### src/common/pci_cfg_map.vh
// Constants for the PCI configuration command/status and class/revision logic.
// Assumes byte addresses within configuration space and 32-bit configuration data.
// Behaviour
// - Capabilities pointer and power management are valid only while new-capabilities enable is set.
// - New-capabilities enable loads from EEPROM at reset, or from strap if EEPROM disabled.
// - Fast back-to-back enable bit 9 is stored; master never does fast back-to-back.
// - System-error and parity-response both set: address parity error as target asserts SERR#.
// - Both set and parity-error select clear: own master data parity error asserts SERR#.
// - Parity-error response bit 6 set: target data parity error asserts PERR#.
// - Parity-error response set: as initiator, sample target's PERR# for data parity errors.
// - Parity-error response clear: ignore parity errors, drive neither SERR# nor PERR#.
// - Bus is requested and used as master only while bus-master enable bit 2 is set.
// - Memory-space transactions are claimed only while memory-space enable bit 1 is set.
// - I/O-space transactions are claimed only while I/O-space enable bit 0 is set.
// - Class register at offset 08h is read-only; bits 31-24 return base class 02h.
// - Bits 23-16 return a constant subclass code for an Ethernet controller.
// - Bits 15-8 return a constant programming-interface code for first interface release.
// - Bits 7-0 return a fixed silicon revision code, readable but not writable.
// - Sticky status bits 24 and 27-31 clear on writing one; writing zero leaves them unchanged.
`ifndef PCI_CFG_MAP_VH
`define PCI_CFG_MAP_VH

`define OFS_COMMAND_STATUS  8'h04
`define OFS_CLASS_REVISION  8'h08

// Command half bit positions
`define BIT_IO_SPACE        0
`define BIT_MEM_SPACE       1
`define BIT_BUS_MASTER      2
`define BIT_PERR_RESPONSE   6
`define BIT_SERR_ENABLE     8
`define BIT_FBB_ENABLE      9

// Status half bit positions
`define BIT_NEW_CAP         20
`define BIT_FBB_CAPABLE     23
`define BIT_DATA_PAR_DET    24
`define BIT_DEVSEL_LO       25
`define BIT_DEVSEL_HI       26
`define BIT_SENT_TABORT     27
`define BIT_RCV_TABORT      28
`define BIT_RCV_MABORT      29
`define BIT_SIG_SERR        30
`define BIT_DET_PERR        31

// Order of the sticky status flags inside the flag vector
`define FLAG_DATA_PAR_DET   0
`define FLAG_SENT_TABORT    1
`define FLAG_RCV_TABORT     2
`define FLAG_RCV_MABORT     3
`define FLAG_SIG_SERR       4
`define FLAG_DET_PERR       5
`define FLAG_COUNT          6

// Fixed status fields
`define DEVSEL_MEDIUM       2'h1
`define FBB_CAPABLE_VAL     1'h1

// Class register layout and fixed values
`define CLASS_BASE_HI       31
`define CLASS_BASE_LO       24
`define CLASS_SUB_HI        23
`define CLASS_SUB_LO        16
`define CLASS_PROG_HI       15
`define CLASS_PROG_LO       8
`define CLASS_REV_HI        7
`define CLASS_REV_LO        0
`define BASE_CLASS_NETWORK  8'h02

// Byte lanes
`define LANE_CMD_LO         0
`define LANE_CMD_HI         1
`define LANE_STAT_LO        2
`define LANE_STAT_HI        3

// Reset values
`define ZERO_WORD           32'h00000000
`define SETTLE_CYCLES       2'h2
`define SETTLE_ZERO         2'h0
`define SETTLE_STEP         2'h1

`endif

### src/rtl/sync2.v
// Two-stage synchroniser for pin-level inputs.
// Assumes the inputs are slow levels; the first stage feeds only the second.
`timescale 1ns/100ps
module sync2 #(
    parameter WIDTH = 1
) (
    input  wire             clk_sys,
    input  wire             resetn,
    input  wire [WIDTH-1:0] async_in,
    output reg  [WIDTH-1:0] sync_out
);
    reg [WIDTH-1:0] stage_one;

    always @(posedge clk_sys) begin
        if (!resetn) begin
            stage_one <= {WIDTH{1'b0}};
            sync_out  <= {WIDTH{1'b0}};
        end else begin
            stage_one <= async_in;
            sync_out  <= stage_one;
        end
    end
endmodule

### src/rtl/status_flag.v
// One sticky status bit, set by hardware and cleared by software.
// Assumes set and clear are one-cycle pulses on clk_sys.
`timescale 1ns/100ps
module status_flag (
    input  wire clk_sys,
    input  wire resetn,
    input  wire set,
    input  wire clear,
    output reg  flag
);
    always @(posedge clk_sys) begin
        if (!resetn) begin
            flag <= 1'b0;
        end else begin
            // Set wins, so an event in the clearing cycle is kept
            flag <= set | (flag & ~clear);
        end
    end
endmodule

### src/rtl/pci_cfg_regs.v
// Configuration command/status and class/revision registers of a PCI network controller.
// Assumes a configuration-cycle decoder on clk_sys presents one request pulse per access,
// and that the PCI target/master engines report parity and abort events as pulses.
`timescale 1ns/100ps
`include "pci_cfg_map.vh"
module pci_cfg_regs #(
    // Arbitrary values
    parameter [7:0] SUB_CLASS_CODE   = 8'h5a,
    parameter [7:0] PROG_IF_CODE     = 8'h3c,
    parameter [7:0] SILICON_REVISION = 8'h7e
) (
    input  wire        clk_sys,
    input  wire        resetn,
    // Configuration access port
    input  wire        cfg_req,
    input  wire        cfg_write,
    input  wire [7:0]  cfg_addr,
    input  wire [3:0]  cfg_be,
    input  wire [31:0] cfg_wdata,
    output reg         cfg_ack,
    output reg  [31:0] cfg_rdata,
    // New-capabilities source
    input  wire        eeprom_present_pin,
    input  wire        new_cap_strap_pin,
    input  wire        eeprom_load_valid,
    input  wire        eeprom_new_cap,
    output reg         new_capabilities_enable,
    output reg         cap_loading,
    // Parity and abort events
    input  wire        tgt_addr_parity_err,
    input  wire        tgt_data_parity_err,
    input  wire        mst_data_parity_err,
    input  wire        mst_write_data_phase,
    input  wire        parity_error_select,
    input  wire        rcv_master_abort,
    input  wire        rcv_target_abort,
    input  wire        sent_target_abort,
    output reg         master_parity_error,
    // Open-drain error pins
    input  wire        perr_n_in,
    output reg         perr_n_out,
    output reg         perr_n_oe,
    output reg         serr_n_out,
    output reg         serr_n_oe,
    // Master and target gating
    input  wire        master_req_in,
    output wire        bus_req,
    output reg         master_fbb_allowed,
    input  wire        mem_hit,
    input  wire        io_hit,
    output wire        mem_claim,
    output wire        io_claim,
    // Command state for the rest of the device
    output reg         bus_master_enable,
    output reg         memory_space_enable,
    output reg         io_space_enable,
    output reg         parity_error_response,
    output reg         system_error_enable,
    output reg         fast_back_to_back_enable
);

    // ------------------------------------------------------------------
    // Pin synchronisers
    // ------------------------------------------------------------------
    wire [2:0] pins_sync;
    wire       eeprom_present;
    wire       new_cap_strap;
    wire       perr_n_sync;

    sync2 #(
        .WIDTH (3)
    ) u_pin_sync (
        .clk_sys  (clk_sys),
        .resetn   (resetn),
        .async_in ({perr_n_in, new_cap_strap_pin, eeprom_present_pin}),
        .sync_out (pins_sync)
    );

    assign eeprom_present = pins_sync[0];
    assign new_cap_strap  = pins_sync[1];
    // Synchroniser resets low; PERR# is only looked at in write data phases
    assign perr_n_sync    = pins_sync[2];

    // ------------------------------------------------------------------
    // Access decode
    // ------------------------------------------------------------------
    wire sel_cs;
    wire sel_cr;
    wire wr_cs;

    assign sel_cs = (cfg_addr == `OFS_COMMAND_STATUS);
    assign sel_cr = (cfg_addr == `OFS_CLASS_REVISION);
    assign wr_cs  = cfg_req & cfg_write & sel_cs;

    // ------------------------------------------------------------------
    // New-capabilities enable load after reset
    // ------------------------------------------------------------------
    reg [1:0] settle;

    always @(posedge clk_sys) begin
        if (!resetn) begin
            settle                  <= `SETTLE_ZERO;
            cap_loading             <= 1'b1;
            new_capabilities_enable <= 1'b0;
        end else if (cap_loading) begin
            // Straps pass the synchroniser before they may be trusted
            if (settle != `SETTLE_CYCLES) begin
                settle <= settle + `SETTLE_STEP;
            end else if (!eeprom_present) begin
                new_capabilities_enable <= new_cap_strap;
                cap_loading             <= 1'b0;
            end else if (eeprom_load_valid) begin
                new_capabilities_enable <= eeprom_new_cap;
                cap_loading             <= 1'b0;
            end
        end
    end

    // ------------------------------------------------------------------
    // Command half
    // ------------------------------------------------------------------
    always @(posedge clk_sys) begin
        if (!resetn) begin
            io_space_enable          <= 1'b0;
            memory_space_enable      <= 1'b0;
            bus_master_enable        <= 1'b0;
            parity_error_response    <= 1'b0;
            system_error_enable      <= 1'b0;
            fast_back_to_back_enable <= 1'b0;
        end else if (wr_cs) begin
            if (cfg_be[`LANE_CMD_LO]) begin
                io_space_enable       <= cfg_wdata[`BIT_IO_SPACE];
                memory_space_enable   <= cfg_wdata[`BIT_MEM_SPACE];
                bus_master_enable     <= cfg_wdata[`BIT_BUS_MASTER];
                parity_error_response <= cfg_wdata[`BIT_PERR_RESPONSE];
            end
            if (cfg_be[`LANE_CMD_HI]) begin
                system_error_enable      <= cfg_wdata[`BIT_SERR_ENABLE];
                fast_back_to_back_enable <= cfg_wdata[`BIT_FBB_ENABLE];
            end
        end
    end

    // Fast back-to-back is recorded but never used as master
    always @(posedge clk_sys) begin
        if (!resetn) begin
            master_fbb_allowed <= 1'b0;
        end else begin
            master_fbb_allowed <= 1'b0;
        end
    end

    // ------------------------------------------------------------------
    // Master and target gating
    // ------------------------------------------------------------------
    assign bus_req   = master_req_in & bus_master_enable;
    assign mem_claim = mem_hit & memory_space_enable;
    assign io_claim  = io_hit & io_space_enable;

    // ------------------------------------------------------------------
    // Parity error handling
    // ------------------------------------------------------------------
    wire perr_sampled;
    wire master_parity_event;
    wire serr_fire;
    wire perr_fire;
    wire any_parity;

    // Target reports its data parity error on PERR# during our write data phase
    assign perr_sampled = parity_error_response & mst_write_data_phase & ~perr_n_sync;

    assign master_parity_event = parity_error_response
                               & (mst_data_parity_err | perr_sampled);

    assign serr_fire = system_error_enable & parity_error_response
                     & (tgt_addr_parity_err
                     | (master_parity_event & ~parity_error_select));

    assign perr_fire = parity_error_response & tgt_data_parity_err;

    // Detected-parity status follows the response bit, so a disabled device shows nothing
    assign any_parity = parity_error_response
                      & (tgt_addr_parity_err | tgt_data_parity_err
                      | mst_data_parity_err);

    always @(posedge clk_sys) begin
        if (!resetn) begin
            serr_n_out          <= 1'b0;
            serr_n_oe           <= 1'b0;
            perr_n_out          <= 1'b0;
            perr_n_oe           <= 1'b0;
            master_parity_error <= 1'b0;
        end else begin
            // Open drain: the level is always low, only the enable moves
            serr_n_out          <= 1'b0;
            perr_n_out          <= 1'b0;
            serr_n_oe           <= serr_fire;
            perr_n_oe           <= perr_fire;
            master_parity_error <= master_parity_event;
        end
    end

    // ------------------------------------------------------------------
    // Sticky status flags
    // ------------------------------------------------------------------
    wire [`FLAG_COUNT-1:0] flag_set;
    wire [`FLAG_COUNT-1:0] flag_clear;
    wire [`FLAG_COUNT-1:0] flag;
    wire [`FLAG_COUNT-1:0] clear_bits;

    assign flag_set[`FLAG_DATA_PAR_DET] = master_parity_event;
    assign flag_set[`FLAG_SENT_TABORT]  = sent_target_abort;
    assign flag_set[`FLAG_RCV_TABORT]   = rcv_target_abort;
    assign flag_set[`FLAG_RCV_MABORT]   = rcv_master_abort;
    assign flag_set[`FLAG_SIG_SERR]     = serr_fire;
    assign flag_set[`FLAG_DET_PERR]     = any_parity;

    assign clear_bits[`FLAG_DATA_PAR_DET] = cfg_be[`LANE_STAT_HI] & cfg_wdata[`BIT_DATA_PAR_DET];
    assign clear_bits[`FLAG_SENT_TABORT]  = cfg_be[`LANE_STAT_HI] & cfg_wdata[`BIT_SENT_TABORT];
    assign clear_bits[`FLAG_RCV_TABORT]   = cfg_be[`LANE_STAT_HI] & cfg_wdata[`BIT_RCV_TABORT];
    assign clear_bits[`FLAG_RCV_MABORT]   = cfg_be[`LANE_STAT_HI] & cfg_wdata[`BIT_RCV_MABORT];
    assign clear_bits[`FLAG_SIG_SERR]     = cfg_be[`LANE_STAT_HI] & cfg_wdata[`BIT_SIG_SERR];
    assign clear_bits[`FLAG_DET_PERR]     = cfg_be[`LANE_STAT_HI] & cfg_wdata[`BIT_DET_PERR];

    assign flag_clear = clear_bits & {`FLAG_COUNT{wr_cs}};

    genvar gi;
    generate
        for (gi = 0; gi < `FLAG_COUNT; gi = gi + 1) begin : g_flag
            status_flag u_flag (
                .clk_sys (clk_sys),
                .resetn  (resetn),
                .set     (flag_set[gi]),
                .clear   (flag_clear[gi]),
                .flag    (flag[gi])
            );
        end
    endgenerate

    // ------------------------------------------------------------------
    // Read data
    // ------------------------------------------------------------------
    reg [31:0] cs_word;
    reg [31:0] cr_word;
    reg [31:0] next_rdata;

    always @* begin
        cs_word                       = `ZERO_WORD;
        cs_word[`BIT_IO_SPACE]        = io_space_enable;
        cs_word[`BIT_MEM_SPACE]       = memory_space_enable;
        cs_word[`BIT_BUS_MASTER]      = bus_master_enable;
        cs_word[`BIT_PERR_RESPONSE]   = parity_error_response;
        cs_word[`BIT_SERR_ENABLE]     = system_error_enable;
        cs_word[`BIT_FBB_ENABLE]      = fast_back_to_back_enable;
        cs_word[`BIT_NEW_CAP]         = new_capabilities_enable;
        cs_word[`BIT_FBB_CAPABLE]     = `FBB_CAPABLE_VAL;
        cs_word[`BIT_DATA_PAR_DET]    = flag[`FLAG_DATA_PAR_DET];
        cs_word[`BIT_DEVSEL_HI:`BIT_DEVSEL_LO] = `DEVSEL_MEDIUM;
        cs_word[`BIT_SENT_TABORT]     = flag[`FLAG_SENT_TABORT];
        cs_word[`BIT_RCV_TABORT]      = flag[`FLAG_RCV_TABORT];
        cs_word[`BIT_RCV_MABORT]      = flag[`FLAG_RCV_MABORT];
        cs_word[`BIT_SIG_SERR]        = flag[`FLAG_SIG_SERR];
        cs_word[`BIT_DET_PERR]        = flag[`FLAG_DET_PERR];
    end

    // Class/revision has no storage, so a write cannot touch it
    always @* begin
        cr_word = `ZERO_WORD;
        cr_word[`CLASS_BASE_HI:`CLASS_BASE_LO] = `BASE_CLASS_NETWORK;
        cr_word[`CLASS_SUB_HI:`CLASS_SUB_LO]   = SUB_CLASS_CODE;
        cr_word[`CLASS_PROG_HI:`CLASS_PROG_LO] = PROG_IF_CODE;
        cr_word[`CLASS_REV_HI:`CLASS_REV_LO]   = SILICON_REVISION;
    end

    always @* begin
        next_rdata = `ZERO_WORD;
        if (cfg_req && !cfg_write) begin
            if (sel_cs) begin
                next_rdata = cs_word;
            end else if (sel_cr) begin
                next_rdata = cr_word;
            end
        end
    end

    // Every request, read or write, mapped or not, is acknowledged one cycle later
    always @(posedge clk_sys) begin
        if (!resetn) begin
            cfg_ack   <= 1'b0;
            cfg_rdata <= `ZERO_WORD;
        end else begin
            cfg_ack <= cfg_req;
            if (cfg_req && !cfg_write) begin
                cfg_rdata <= next_rdata;
            end
        end
    end

endmodule

### config.mk
export PLATFORM = sky130hd
export DESIGN_NAME = pci_cfg_regs
export DESIGN_NICKNAME = d
export VERILOG_FILES = /design/src/rtl/sync2.v /design/src/rtl/status_flag.v /design/src/rtl/pci_cfg_regs.v
export VERILOG_INCLUDE_DIRS = /design/src /design/src/common
export SDC_FILE = /design/constraint.sdc
export NUM_CORES = 1
export LEC_CHECK = 0
export ABC_CLOCK_PERIOD_IN_PS = 1500
export BUFFER_PORTS_ARGS = -buffer_cell sky130_fd_sc_hd__clkbuf_2
export CAP_MARGIN = 40
export CORE_MARGIN = 10
export CORE_UTILIZATION = 37
export CTS_CLUSTER_DIAMETER = 30
export DETAILED_ROUTE_END_ITERATION = 6
export PLACE_DENSITY = 0.78
export SYNTH_ARGS = -nofsm -noshare
export SYNTH_HDL_FRONTEND = slang
export SYNTH_SLANG_ARGS = --single-unit
### constraint.sdc
create_clock -name clk_sys -period 1.5 [get_ports clk_sys]
set_input_delay 0.15 -clock clk_sys [delete_from_list [all_inputs] [get_ports clk_sys]]
set_output_delay 0.15 -clock clk_sys [all_outputs]
set_load 0.05 [all_outputs]
# After elaboration in Yosys (flattened, before gate mapping)

Cells that the tools add are included.

Register bits after elaboration: 58
Input bits: 64
Output and inout bits: 50

Add/sub/neg operators: 1
Eq/ne operators: 4
Mux-type cells: 8
Bitwise gates (word level): 45
Reduce and logical (&&, ||, !) cells: 6

Operator list:

| kind                                                 | number |
|---|---|
| 2-to-1 mux 32 bit                                    | 1 |
| 2-to-1 mux 26 bit                                    | 1 |
| bitwise AND 1 bit                                    | 25 |
| bitwise OR 1 bit                                     | 10 |
| inverter 1 bit                                       | 9 |
| equality test 8 x 3 -> 1 bit (second input constant) | 1 |
| equality test 8 x 4 -> 1 bit (second input constant) | 1 |
| bitwise AND 6 bit                                    | 1 |
| 2-to-1 mux 1 bit                                     | 6 |
| AND reduction 2 bit                                  | 3 |
| != test 2 bit (second input constant)                | 2 |
| AND reduction 3 bit                                  | 1 |
| adder 2 x 1 -> 2 bit (second input constant)         | 1 |
| logical AND 1 bit                                    | 1 |
| logical NOT 1 bit                                    | 1 |

# Longest topological paths before layout

Gate-level depths: netlist of run 1.

Depth after elaboration: 8
Depth in mapped cells: 5
Gate-level depth less buffers: 5

# Cells and area by module

From an unflattened synthesis of run 1, not the netlist that was laid out.

Cells, all modules: 202
Area total of the unflattened synthesis: 1909.3 um2

By module, submodules not included:

| module       | times used | cells each | area an instance (um2) | sequential area each (um2) |
|---|---|---|---|---|
| pci_cfg_regs | 1          | 172        | 1503.9                 | 600.6 |
| status_flag  | 6          | 3          | 41.3                   | 20.0 |
| sync2        | 1          | 12         | 157.7                  | 120.1 |

# Worst setup path after synthesis of run 1

Ideal clock, no wire load.

Path type: input to register
From: input cfg_addr[7]
To: register cfg_rdata[1]
Library setup time: 0.059 ns
Arrival: 1.555 ns
Required time: 1.441 ns
Slack: -0.114 ns
Stages on the path: 4
Path buffers: 0
Cell sequence: or4_4 > or4_4 > nor2_8 > a221o_2

Longest elaborated chain between the ends: 3
Elaborated cells on any way between the ends: 4
Those cells by class: eq/ne (2); mux (2)

RTL lines:

| element                                       | line               | RTL |
|---|---|---|
| from (decl)                                   | pci_cfg_regs.v:17  | `input wire [7:0] cfg_addr,` |
| equality test 8 x 4 -> 1 bit (no source line) | n/a                |  |
| 2-to-1 mux 26 bit                             | pci_cfg_regs.v:280 | `end else if (sel_cr) begin` |
| 2-to-1 mux 32 bit (*)                         | pci_cfg_regs.v:278 | `if (sel_cs) begin` |
| to (signal assigned)                          | pci_cfg_regs.v:290 | `` cfg_rdata <= `ZERO_WORD; `` |
| to (signal assigned)                          | pci_cfg_regs.v:294 | `cfg_rdata <= next_rdata;` |
| to (decl)                                     | pci_cfg_regs.v:21  | `output reg [31:0] cfg_rdata,` |

Mark *: on every way between the ends. The rest lies on a longest branch, timed or not.
A chain may end at the register's enable or synchronous reset.

# Worst setup path after layout of run 1

Ends and elaborated chain as after synthesis.

==> flow_summary.json, run 1 <==
{
  "start_util_pct": 39.0,
  "synth-edff-count": 0,
  "clk_pin_slew_worst_paths_ns": 0.07,
  "total_power_mw": 2.29,
  "hold_viol_final": 0,
  "critPathLaunch": "cfg_addr[7]",
  "cp_data_required_time_ns": 1.74,
  "grt_pass1_vias": 1452,
  "fmax_ghz": 0.706,
  "die_h_um": 88.2,
  "synth_cell_types": 35,
  "synthTopCellsByArea": "dfxtp_1 49%, buf_4 8.3%, and2_1 4.7%, nand2_1 4.1%, mux2i_1 4.1%",
  "maxCapViolCount": 0,
  "crit_type": "primary input to flop",
  "dr_wl_met2_um": 1990,
  "row_count": 24,
  "worstPathArrival_ns": 1.66,
  "synth_seq_cells": 42,
  "crit_top_cell": "or4_4",
  "area_growth_pct": 28.9,
  "reg2reg_from": "parity_error_response",
  "synthesis.area_um2": 1720,
  "yosysSeqAreaShare_pct": 48.9,
  "top_layer": "met4",
  "cts_buffer_depth": 2,
  "gr-total-overflow": 0,
  "yosys.area.top_type": "dfxtp_1",
  "yosys_warnings": 0,
  "slowest_delay_ns": 0.56,
  "hold_class": "primary input to flop",
  "status": "finished clean",
  "viasPerCell": 4.74,
  "fin_util_pct": 50.3,
  "grt_max_degree": 21,
  "period_minus_slack_ns": 1.42,
  "endpoint_kind": "flop",
  "die_w_um": 88.2,
  "p_per_area_nw_per_um2": 1030,
  "ios": 114,
  "wirelength_met1_um": 1810,
  "tns_ns": 0,
  "final_nets": 320,
  "antenna_found_initial": 0,
  "ant_nets": 0,
  "drive_gt1_share_pct": 42.6,
  "finalSetupViolCount": 0,
  "post-route-drc-count": 0,
  "ir_worst_vdd_uv": 546,
  "cp_cell_sequence": "clkbuf_2 > or4_4 > or4_4 > nor2_8 > a221o_2",
  "cp-start-kind": "primary input",
  "ys.flop_type": "dfxtp_1",
  "synthArstFlopShare_pct": 0,
  "vias": 1461,
  "met3_length_um": 575,
  "leakagePower_nw": 1.15,
  "syn_avg_cell_area_um2": 9.89,
  "slew_viol_final": 0,
  "synth_top_area_share_pct": 48.9,
  "fin_crit_sh_pct": 94.5,
  "cts_hold_buf": 0,
  "diodes": 0,
  "detail_route.wl_per_cell_um": 14.4,
  "clkLatencyLatePin_ns": 0.29,
  "cts.sinks": 42,
  "drt-pass1-iter-count": 4,
  "path_max_fanout": 10,
  "drt_wl_total_um": 4440,
  "min_from": "cfg_wdata[27]",
  "cts_tree": "built",
  "portBuffers": 82,
  "rsz0062_at_grt": "no",
  "coreArea_um2": 4410,
  "grt_usage_pct": 11.2,
  "place.gp.congestion": 0.814,
  "cts_htree_levels": 2,
  "hpwl_um": 3710,
  "cts_buffers": 5,
  "drtIter0Drc": 50,
  "dieArea_um2": 7780,
  "cts-root-buf": "clkbuf_8",
  "cpMaxStageDelayCell": "or4_4",
  "grt_pass1_wl_um": 6930,
  "clock_skew_ns": 0.00235,
  "netlist_instances": 174
}
-- final cells by class --
class                      instances  area [um^2]
clock buffer                       7         86.3
clock inverter                     1         5.00
fill                             429         2200
inverter                           6         22.5
multi-input combinational        111          736
sequential                        42          841
tap                               52         65.1
timing repair buffer              89          463
-- cells in the mapped netlist (3+ instances only) --
master and count:
dfxtp_1 42, buf_4 19, nand2_1 19, and2_1 13, o21ai_0 9, mux2i_1 7, a22o_1 6, inv_1 6
clkbuf_1 5, nand3_1 5, nor2b_1 5, a21oi_1 4, a31oi_1 4, a221o_2 3
-- critical path, delay by kind of cell --
family / cells / cell delay, ns
and+or+nand+nor: 3 / 1.27
buffers and inverters: 1 / 0.08
AOI/OAI and AO/OA: 1 / 0.16
-- repair_timing --
item,CTS,global route
setup buffers,0,0
endpoints found under the setup margin,0,1
gates resized for setup,0,1
-- worst paths after layout --
path / endpoint / slack [ns] / cells after the start
setup / recovery: cfg_rdata[1] / 0.08 / 5
hold / removal: g_flag[1].u_flag.flag / 0.03 / 2
hold reg to reg: u_pin_sync.sync_out[1] / 0.43 / 1
setup reg to reg: g_flag[4].u_flag.flag / 0.22 / 4
-- per-stage QoR --
stage	setup slack, ns	cell area, um^2	hold WS (ns)	cells
finish	0.0827	2220	0.0295	308
global placement	-0.239	2130	0.334	300
global route	0.0390	2220	0.0193	308
detailed placement	-0.263	2130	0.336	300
floorplan	-0.0853	1760	0.251	183
CTS	0.0453	2220	0.0210	308
-- logic make-up (layout without fill, tap and decap cells) --
kind of cell / after synthesis / after routing / synth area share (%)
AO/OA/AOI/OAI: 34 / 34 / 14.2
XOR/XNOR: 1 / 1 / 0.509
adder cells (fa/ha/maj): 1 / 1 / 0.727
buffers and inverters: 30 / 103 / 10.7
flip-flops: 42 / 42 / 48.9
multiplexers: 8 / 8 / 4.73
other: 1 / 10 / 0.218
AND/OR/NAND/NOR: 57 / 57 / 20.1
-- report_power, final --
part / switching [mW] / internal (mW) / total, mW
combinational: 0.220 / 0.141 / 0.361
sequential: 0.0212 / 1.16 / 1.18
clock: 0.371 / 0.371 / 0.742
-- routing by layer --
layer,vias up,GRT usage [%]
met5,-,0
met4,0,5.14
met3,5,5.66
met2,64,17.5
met1,651,12.6
li1,741,-
-- registers in the layout, indices dropped and copies added, names as in the netlist --
| register | cells |
|---|---|
| memory_space_enable | 1 |
| cfg_ack | 1 |
| cfg_rdata | 16 |
| settle | 2 |
| io_space_enable | 1 |
| u_pin_sync.stage_one | 3 |
| u_pin_sync.sync_out | 3 |
| serr_n_oe | 1 |
| new_capabilities_enable | 1 |
| bus_master_enable | 1 |
| fast_back_to_back_enable | 1 |
| cap_loading | 1 |
| master_parity_error | 1 |
| parity_error_response | 1 |
| g_flag.u_flag.flag | 6 |
| perr_n_oe | 1 |
| system_error_enable | 1 |
-- cells in the final DEF (no fill, tap or decap), types with 2 or more instances in the layout --
| cell type | instances |
|---|---|
| nor3_1 | 2 |
| a21oi_1 | 4 |
| and2_1 | 13 |
| nand2b_1 | 2 |
| a221o_2 | 3 |
| a22o_1 | 6 |
| nor2b_1 | 5 |
| nand2_1 | 19 |
| buf_4 | 7 |
| clkbuf_8 | 6 |
| nand4_1 | 2 |
| nand3_1 | 4 |
| a31oi_1 | 4 |
| inv_1 | 6 |
| nand3b_1 | 2 |
| or4_4 | 2 |
| dfxtp_1 | 42 |
| o21ai_0 | 9 |
| mux2i_1 | 7 |
| conb_1 | 10 |
| clkbuf_2 | 82 |
Power figures use the tool's default switching activity.
==> run 2, diff against run 1 <==
PLACE_DENSITY = 0.75   (was 0.78)
==> flow_summary.json, run 2 (synthesized netlist as in run 1, its figures left out) <==
{
  "rr_endpoint": "g_flag[4].u_flag.flag",
  "antenna_found_initial": 0,
  "p_per_area_nw_per_um2": 1010,
  "slowest_delay_ns": 0.55,
  "fin_crit_sh_pct": 95.4,
  "cts-resized-gates": 0,
  "portBuffers": 82,
  "post_cts_buffers": 0,
  "finalSetupViolCount": 0,
  "ios": 114,
  "grt_pass1_wl_um": 6680,
  "largest_reg_flops": 16,
  "cts_hold_buf": 0,
  "maxCapViolCount": 0,
  "crit_type": "primary input to flop",
  "p_int_mw": 1.66,
  "top_register": "cfg_rdata",
  "rr_worst_depth": 4,
  "hold_class": "primary input to flop",
  "vias": 1450,
  "largestRegisters": "cfg_rdata x16, g_flag.u_flag.flag x6",
  "drt_wl_total_um": 4350,
  "ir_worst_vdd_uv": 623,
  "min_to": "g_flag[3].u_flag.flag",
  "seqPwrFrac_pct": 53.1,
  "hold_viol_final": 0,
  "dpl_cell_area_um2": 2130,
  "post-route-drc-count": 0,
  "rsz0062_at_grt": "no",
  "cts_buffers": 5,
  "p_sw_mw": 0.568,
  "final_nets": 320,
  "status": "finished clean",
  "clkLatencyLatePin_ns": 0.28,
  "place.gp.congestion": 0.780,
  "cts_htree_levels": 2,
  "cp_cell_sequence": "clkbuf_2 > or4_4 > or4_4 > nor2_8 > a221o_2",
  "design_area_um2": 2210,
  "cts_tree": "built",
  "die_w_um": 88.2,
  "clkPwrFrac_pct": 30.8,
  "detail_route.wl_per_cell_um": 14.2,
  "reg2reg_from": "parity_error_response",
  "regToRegSetupSlack_ns": 0.19,
  "gr-total-overflow": 0,
  "cts.sinks": 42,
  "swShare_pct": 25.5,
  "crit_top_cell": "or4_4",
  "clk_pin_slew_worst_paths_ns": 0.07,
  "diodes": 0,
  "power_frac_comb_pct": 16.1,
  "ant_nets": 0,
  "fin_util_pct": 50.0,
  "regArea_um2": 841,
  "start_util_pct": 39.0,
  "whs_ns": 0.0413,
  "period_minus_slack_ns": 1.43,
  "drive_gt1_share_pct": 42.1,
  "cp_data_required_time_ns": 1.73,
  "area_growth_pct": 28.4,
  "critPathLaunch": "cfg_addr[7]",
  "viasPerCell": 4.74,
  "grt_pass1_vias": 1428,
  "grt_usage_pct": 10.8,
  "hpwl_um": 3660,
  "multi_input_area_um2": 734,
  "fillers": 440,
  "drtIter0Drc": 35,
  "min_from": "cfg_wdata[29]",
  "hold_depth": 2,
  "die_h_um": 88.2,
  "grt_max_degree": 17,
  "final_common_cell": "clkbuf_2",
  "dieArea_um2": 7780,
  "clock_skew_ns": 0.00334,
  "path_max_fanout": 10,
  "fmax_ghz": 0.699,
  "cp-start-kind": "primary input",
  "cpMaxStageDelayCell": "or4_4",
  "leakagePower_nw": 1.14,
  "slew_viol_final": 0,
  "coreArea_um2": 4410,
  "cts_buffer_depth": 2,
  "cts-root-buf": "clkbuf_8",
  "row_count": 24,
  "worstPathArrival_ns": 1.66,
  "endpoint_kind": "flop",
  "final_cell_mix": "82 x clkbuf_2, 42 x dfxtp_1, 19 x nand2_1",
  "drt-pass1-iter-count": 4
}
[run 2: metal layers]
metal / vias up / share of wire (%) / GRT usage (%) / wire [um]
li1: 737 / - / - / -
met2: 71 / 44 / 16.1 / 1900
met5: - / 0 / 0 / 0
met4: 0 / 1.7 / 5.56 / 74
met1: 638 / 42 / 12.9 / 1810
met3: 4 / 13 / 4.83 / 553
[run 2: through the flow]
| stage | worst slack, ns | cells | setup TNS [ns] | total power, mW |
|---|---|---|---|---|
| floorplan | -0.0853 | 183 | -0.698 | 1.48 |
| global placement | -0.216 | 300 | -4.30 | 1.56 |
| detailed placement | -0.230 | 300 | -4.69 | 1.57 |
| CTS | 0.0652 | 306 | 0 | 2.26 |
| global route | 0.0204 | 306 | 0 | 2.34 |
| finish | 0.0688 | 306 | 0 | 2.22 |
[run 2: cell type report]
cell class / count / area share [%]
Inverter: 6 / 1.02
Timing Repair Buffer: 89 / 21.0
Clock buffer: 6 / 3.74
Multi-Input combinational cell: 111 / 33.3
Tap cell: 52 / 2.95
Sequential cell: 42 / 38.1
[run 2: power by group through the flow]
stage	sequential, mW	combinational, mW	clock [mW]
after floorplan	1.24	0.239	0
after global placement	1.21	0.351	0
after detailed placement	1.21	0.361	0
after CTS	1.18	0.362	0.717
after global routing	1.19	0.404	0.751
final	1.18	0.358	0.684
[run 2: worst max path at each step]
stage | endpoint | slack [ns]
5_1_grt | g_flag[3].u_flag.flag | 0.02
3_5_place_dp | g_flag[0].u_flag.flag | -0.23
6_report | cfg_rdata[1] | 0.07
2_1_floorplan | cfg_rdata[1] | -0.09
4_1_cts | g_flag[0].u_flag.flag | 0.07
3_3_place_gp | cfg_rdata[20] | -0.22
[run 2: critical path: cells and delay by family]
kind | cells | cell delay [ns]
AO/OA/AOI/OAI | 1 | 0.16
buffers and inverters | 1 | 0.08
AND/OR/NAND/NOR | 3 | 1.27
==> run 3, diff against run 2 <==
ABC_CLOCK_PERIOD_IN_PS = 1350   (was 1500)
CORE_UTILIZATION = 41   (was 37)
PLACE_DENSITY = 0.79   (was 0.75)
clock period = 1.35 ns   (was 1.5 ns; I/O delays follow)
==> flow_summary.json, run 3 (synthesized netlist as in run 1, its figures left out) <==
{
  "cts_buffer_depth": 2,
  "slew_viol_final": 0,
  "coreArea_um2": 4030,
  "drive_gt1_share_pct": 43.2,
  "slowest_delay_ns": 0.57,
  "clkPwrFrac_pct": 29.8,
  "grt_pass1_vias": 1521,
  "period_minus_slack_ns": 1.43,
  "regArea_um2": 841,
  "ios": 114,
  "clkLatencyLatePin_ns": 0.28,
  "hold_class": "primary input to flop",
  "die_w_um": 84.8,
  "violations": "negative setup slack",
  "ant_nets": 0,
  "swShare_pct": 26.6,
  "hold_depth": 2,
  "p_sw_mw": 0.655,
  "drtIter0Drc": 65,
  "reg2reg_from": "settle[0]",
  "rr_worst_depth": 5,
  "dpl_cell_area_um2": 2160,
  "endpoint_kind": "flop",
  "finalSetupViolCount": 10,
  "post-route-drc-count": 0,
  "p_int_mw": 1.81,
  "cts_hold_buf": 0,
  "status": "complete, but fails checks",
  "crit_buf_inv": 1,
  "grt_max_degree": 25,
  "drt-pass1-iter-count": 4,
  "cts.sinks": 42,
  "tns_ns": -0.587,
  "worstPathArrival_ns": 1.65,
  "multi_input_area_um2": 763,
  "regToRegSetupSlack_ns": 0.18,
  "hpwl_um": 3670,
  "rr_endpoint": "settle[0]",
  "cpMaxStageDelayCell": "or4_4",
  "die_h_um": 84.8,
  "largestRegisters": "cfg_rdata x16, g_flag.u_flag.flag x6",
  "top_register": "cfg_rdata",
  "ir_worst_vdd_uv": 564,
  "start_util_pct": 42.7,
  "critical-path-top-delay-family": "simple AND/OR/NAND/NOR gates",
  "final_common_cell": "clkbuf_2",
  "diodes": 0,
  "antenna_found_initial": 0,
  "cp_data_required_time_ns": 1.58,
  "hold_viol_final": 0,
  "fin_crit_sh_pct": 106,
  "gr-total-overflow": 0,
  "grt_pass1_wl_um": 7360,
  "portBuffers": 82,
  "layout_setup_ws_ns": -0.0761,
  "crit_top_cell": "or4_4",
  "design_area_um2": 2250,
  "path_max_fanout": 5,
  "p_per_area_nw_per_um2": 1090,
  "cts_buffers": 5,
  "cts-root-buf": "clkbuf_8",
  "place.gp.congestion": 0.785,
  "area_growth_pct": 31.1,
  "min_to": "g_flag[2].u_flag.flag",
  "cp-start-kind": "primary input",
  "whs_ns": 0.0414,
  "cts_htree_levels": 2,
  "rsz0062_at_grt": "yes",
  "drt_wl_total_um": 4570,
  "maxCapViolCount": 0,
  "leakagePower_nw": 1.15,
  "min_from": "cfg_wdata[28]",
  "row_count": 23,
  "clk_pin_slew_worst_paths_ns": 0.07,
  "seqPwrFrac_pct": 53.4,
  "power_frac_comb_pct": 16.7,
  "grt_usage_pct": 12.5,
  "vias": 1484,
  "detail_route.wl_per_cell_um": 14.8,
  "clock_skew_ns": 0.00455,
  "dieArea_um2": 7190,
  "final_cell_mix": "82 x clkbuf_2, 42 x dfxtp_1, 19 x nand2_1",
  "final_nets": 324,
  "crit_type": "primary input to flop",
  "total_power_mw": 2.46,
  "largest_reg_flops": 16,
  "cp_cell_sequence": "clkbuf_2 > or4_4 > or4_4 > nor2_4 > a22o_1",
  "cts_tree": "built",
  "fin_util_pct": 56.0,
  "viasPerCell": 4.80,
  "fillers": 374,
  "fmax_ghz": 0.701
}
-- run 3: changes by cell type in the layout (fill, tap and decap cells not counted), moves of 2 or more --
cell	delta
o21ai_0	-4
o21ai_1	+4
buf_4	+2
clkbuf_1	+2
-- run 3: timing repair --
action	CTS	global route
pin swaps	5	6
cloned	1	0
setup endpoints to repair	10	23
resized for setup	0	2
buffers inserted	0	0
-- run 3: stage by stage --
step,worst slack [ns],instances
after floorplan,-0.220,183
after global placement,-0.340,301
after detailed placement,-0.370,301
after CTS,-0.0613,309
after global routing,-0.0907,309
final,-0.0761,309
-- run 3: power by group through the flow --
stage               logic, mW  clock network [mW]  registers (mW)
floorplan               0.266                   0            1.38
global placement        0.396                   0            1.34
detailed placement      0.409                   0            1.34
CTS                     0.413               0.762            1.32
global route            0.461               0.825            1.32
finish                  0.412               0.734            1.32
-- run 3: worst max-delay path by stage --
stage | start | to | slack [ns] | cells after the start
floorplan | cfg_addr[7] | cfg_rdata[1] | -0.22 | 4
global route | cfg_addr[7] | cfg_rdata[29] | -0.09 | 5
global placement | cfg_addr[7] | cfg_rdata[1] | -0.34 | 5
finish | cfg_addr[7] | cfg_rdata[27] | -0.08 | 5
CTS | cfg_addr[7] | cfg_rdata[31] | -0.06 | 5
detailed placement | cfg_addr[7] | cfg_rdata[20] | -0.37 | 5
-- run 3: final cells by class --
cell class | count | share of cell area (%)
inverter | 6 | 0.999
clock buffer | 7 | 3.39
multi-input combinational | 112 | 33.9
tap | 50 | 2.77
sequential | 42 | 37.3
timing repair buffer | 92 | 21.7
-- run 3: layer usage --
layer,up-vias,share of wire [%],GRT usage (%)
met5,-,0,0
met4,0,1.1,4.49
met3,4,11,6.18
met2,67,45,19.4
met1,665,43,14.5
li1,748,-,-
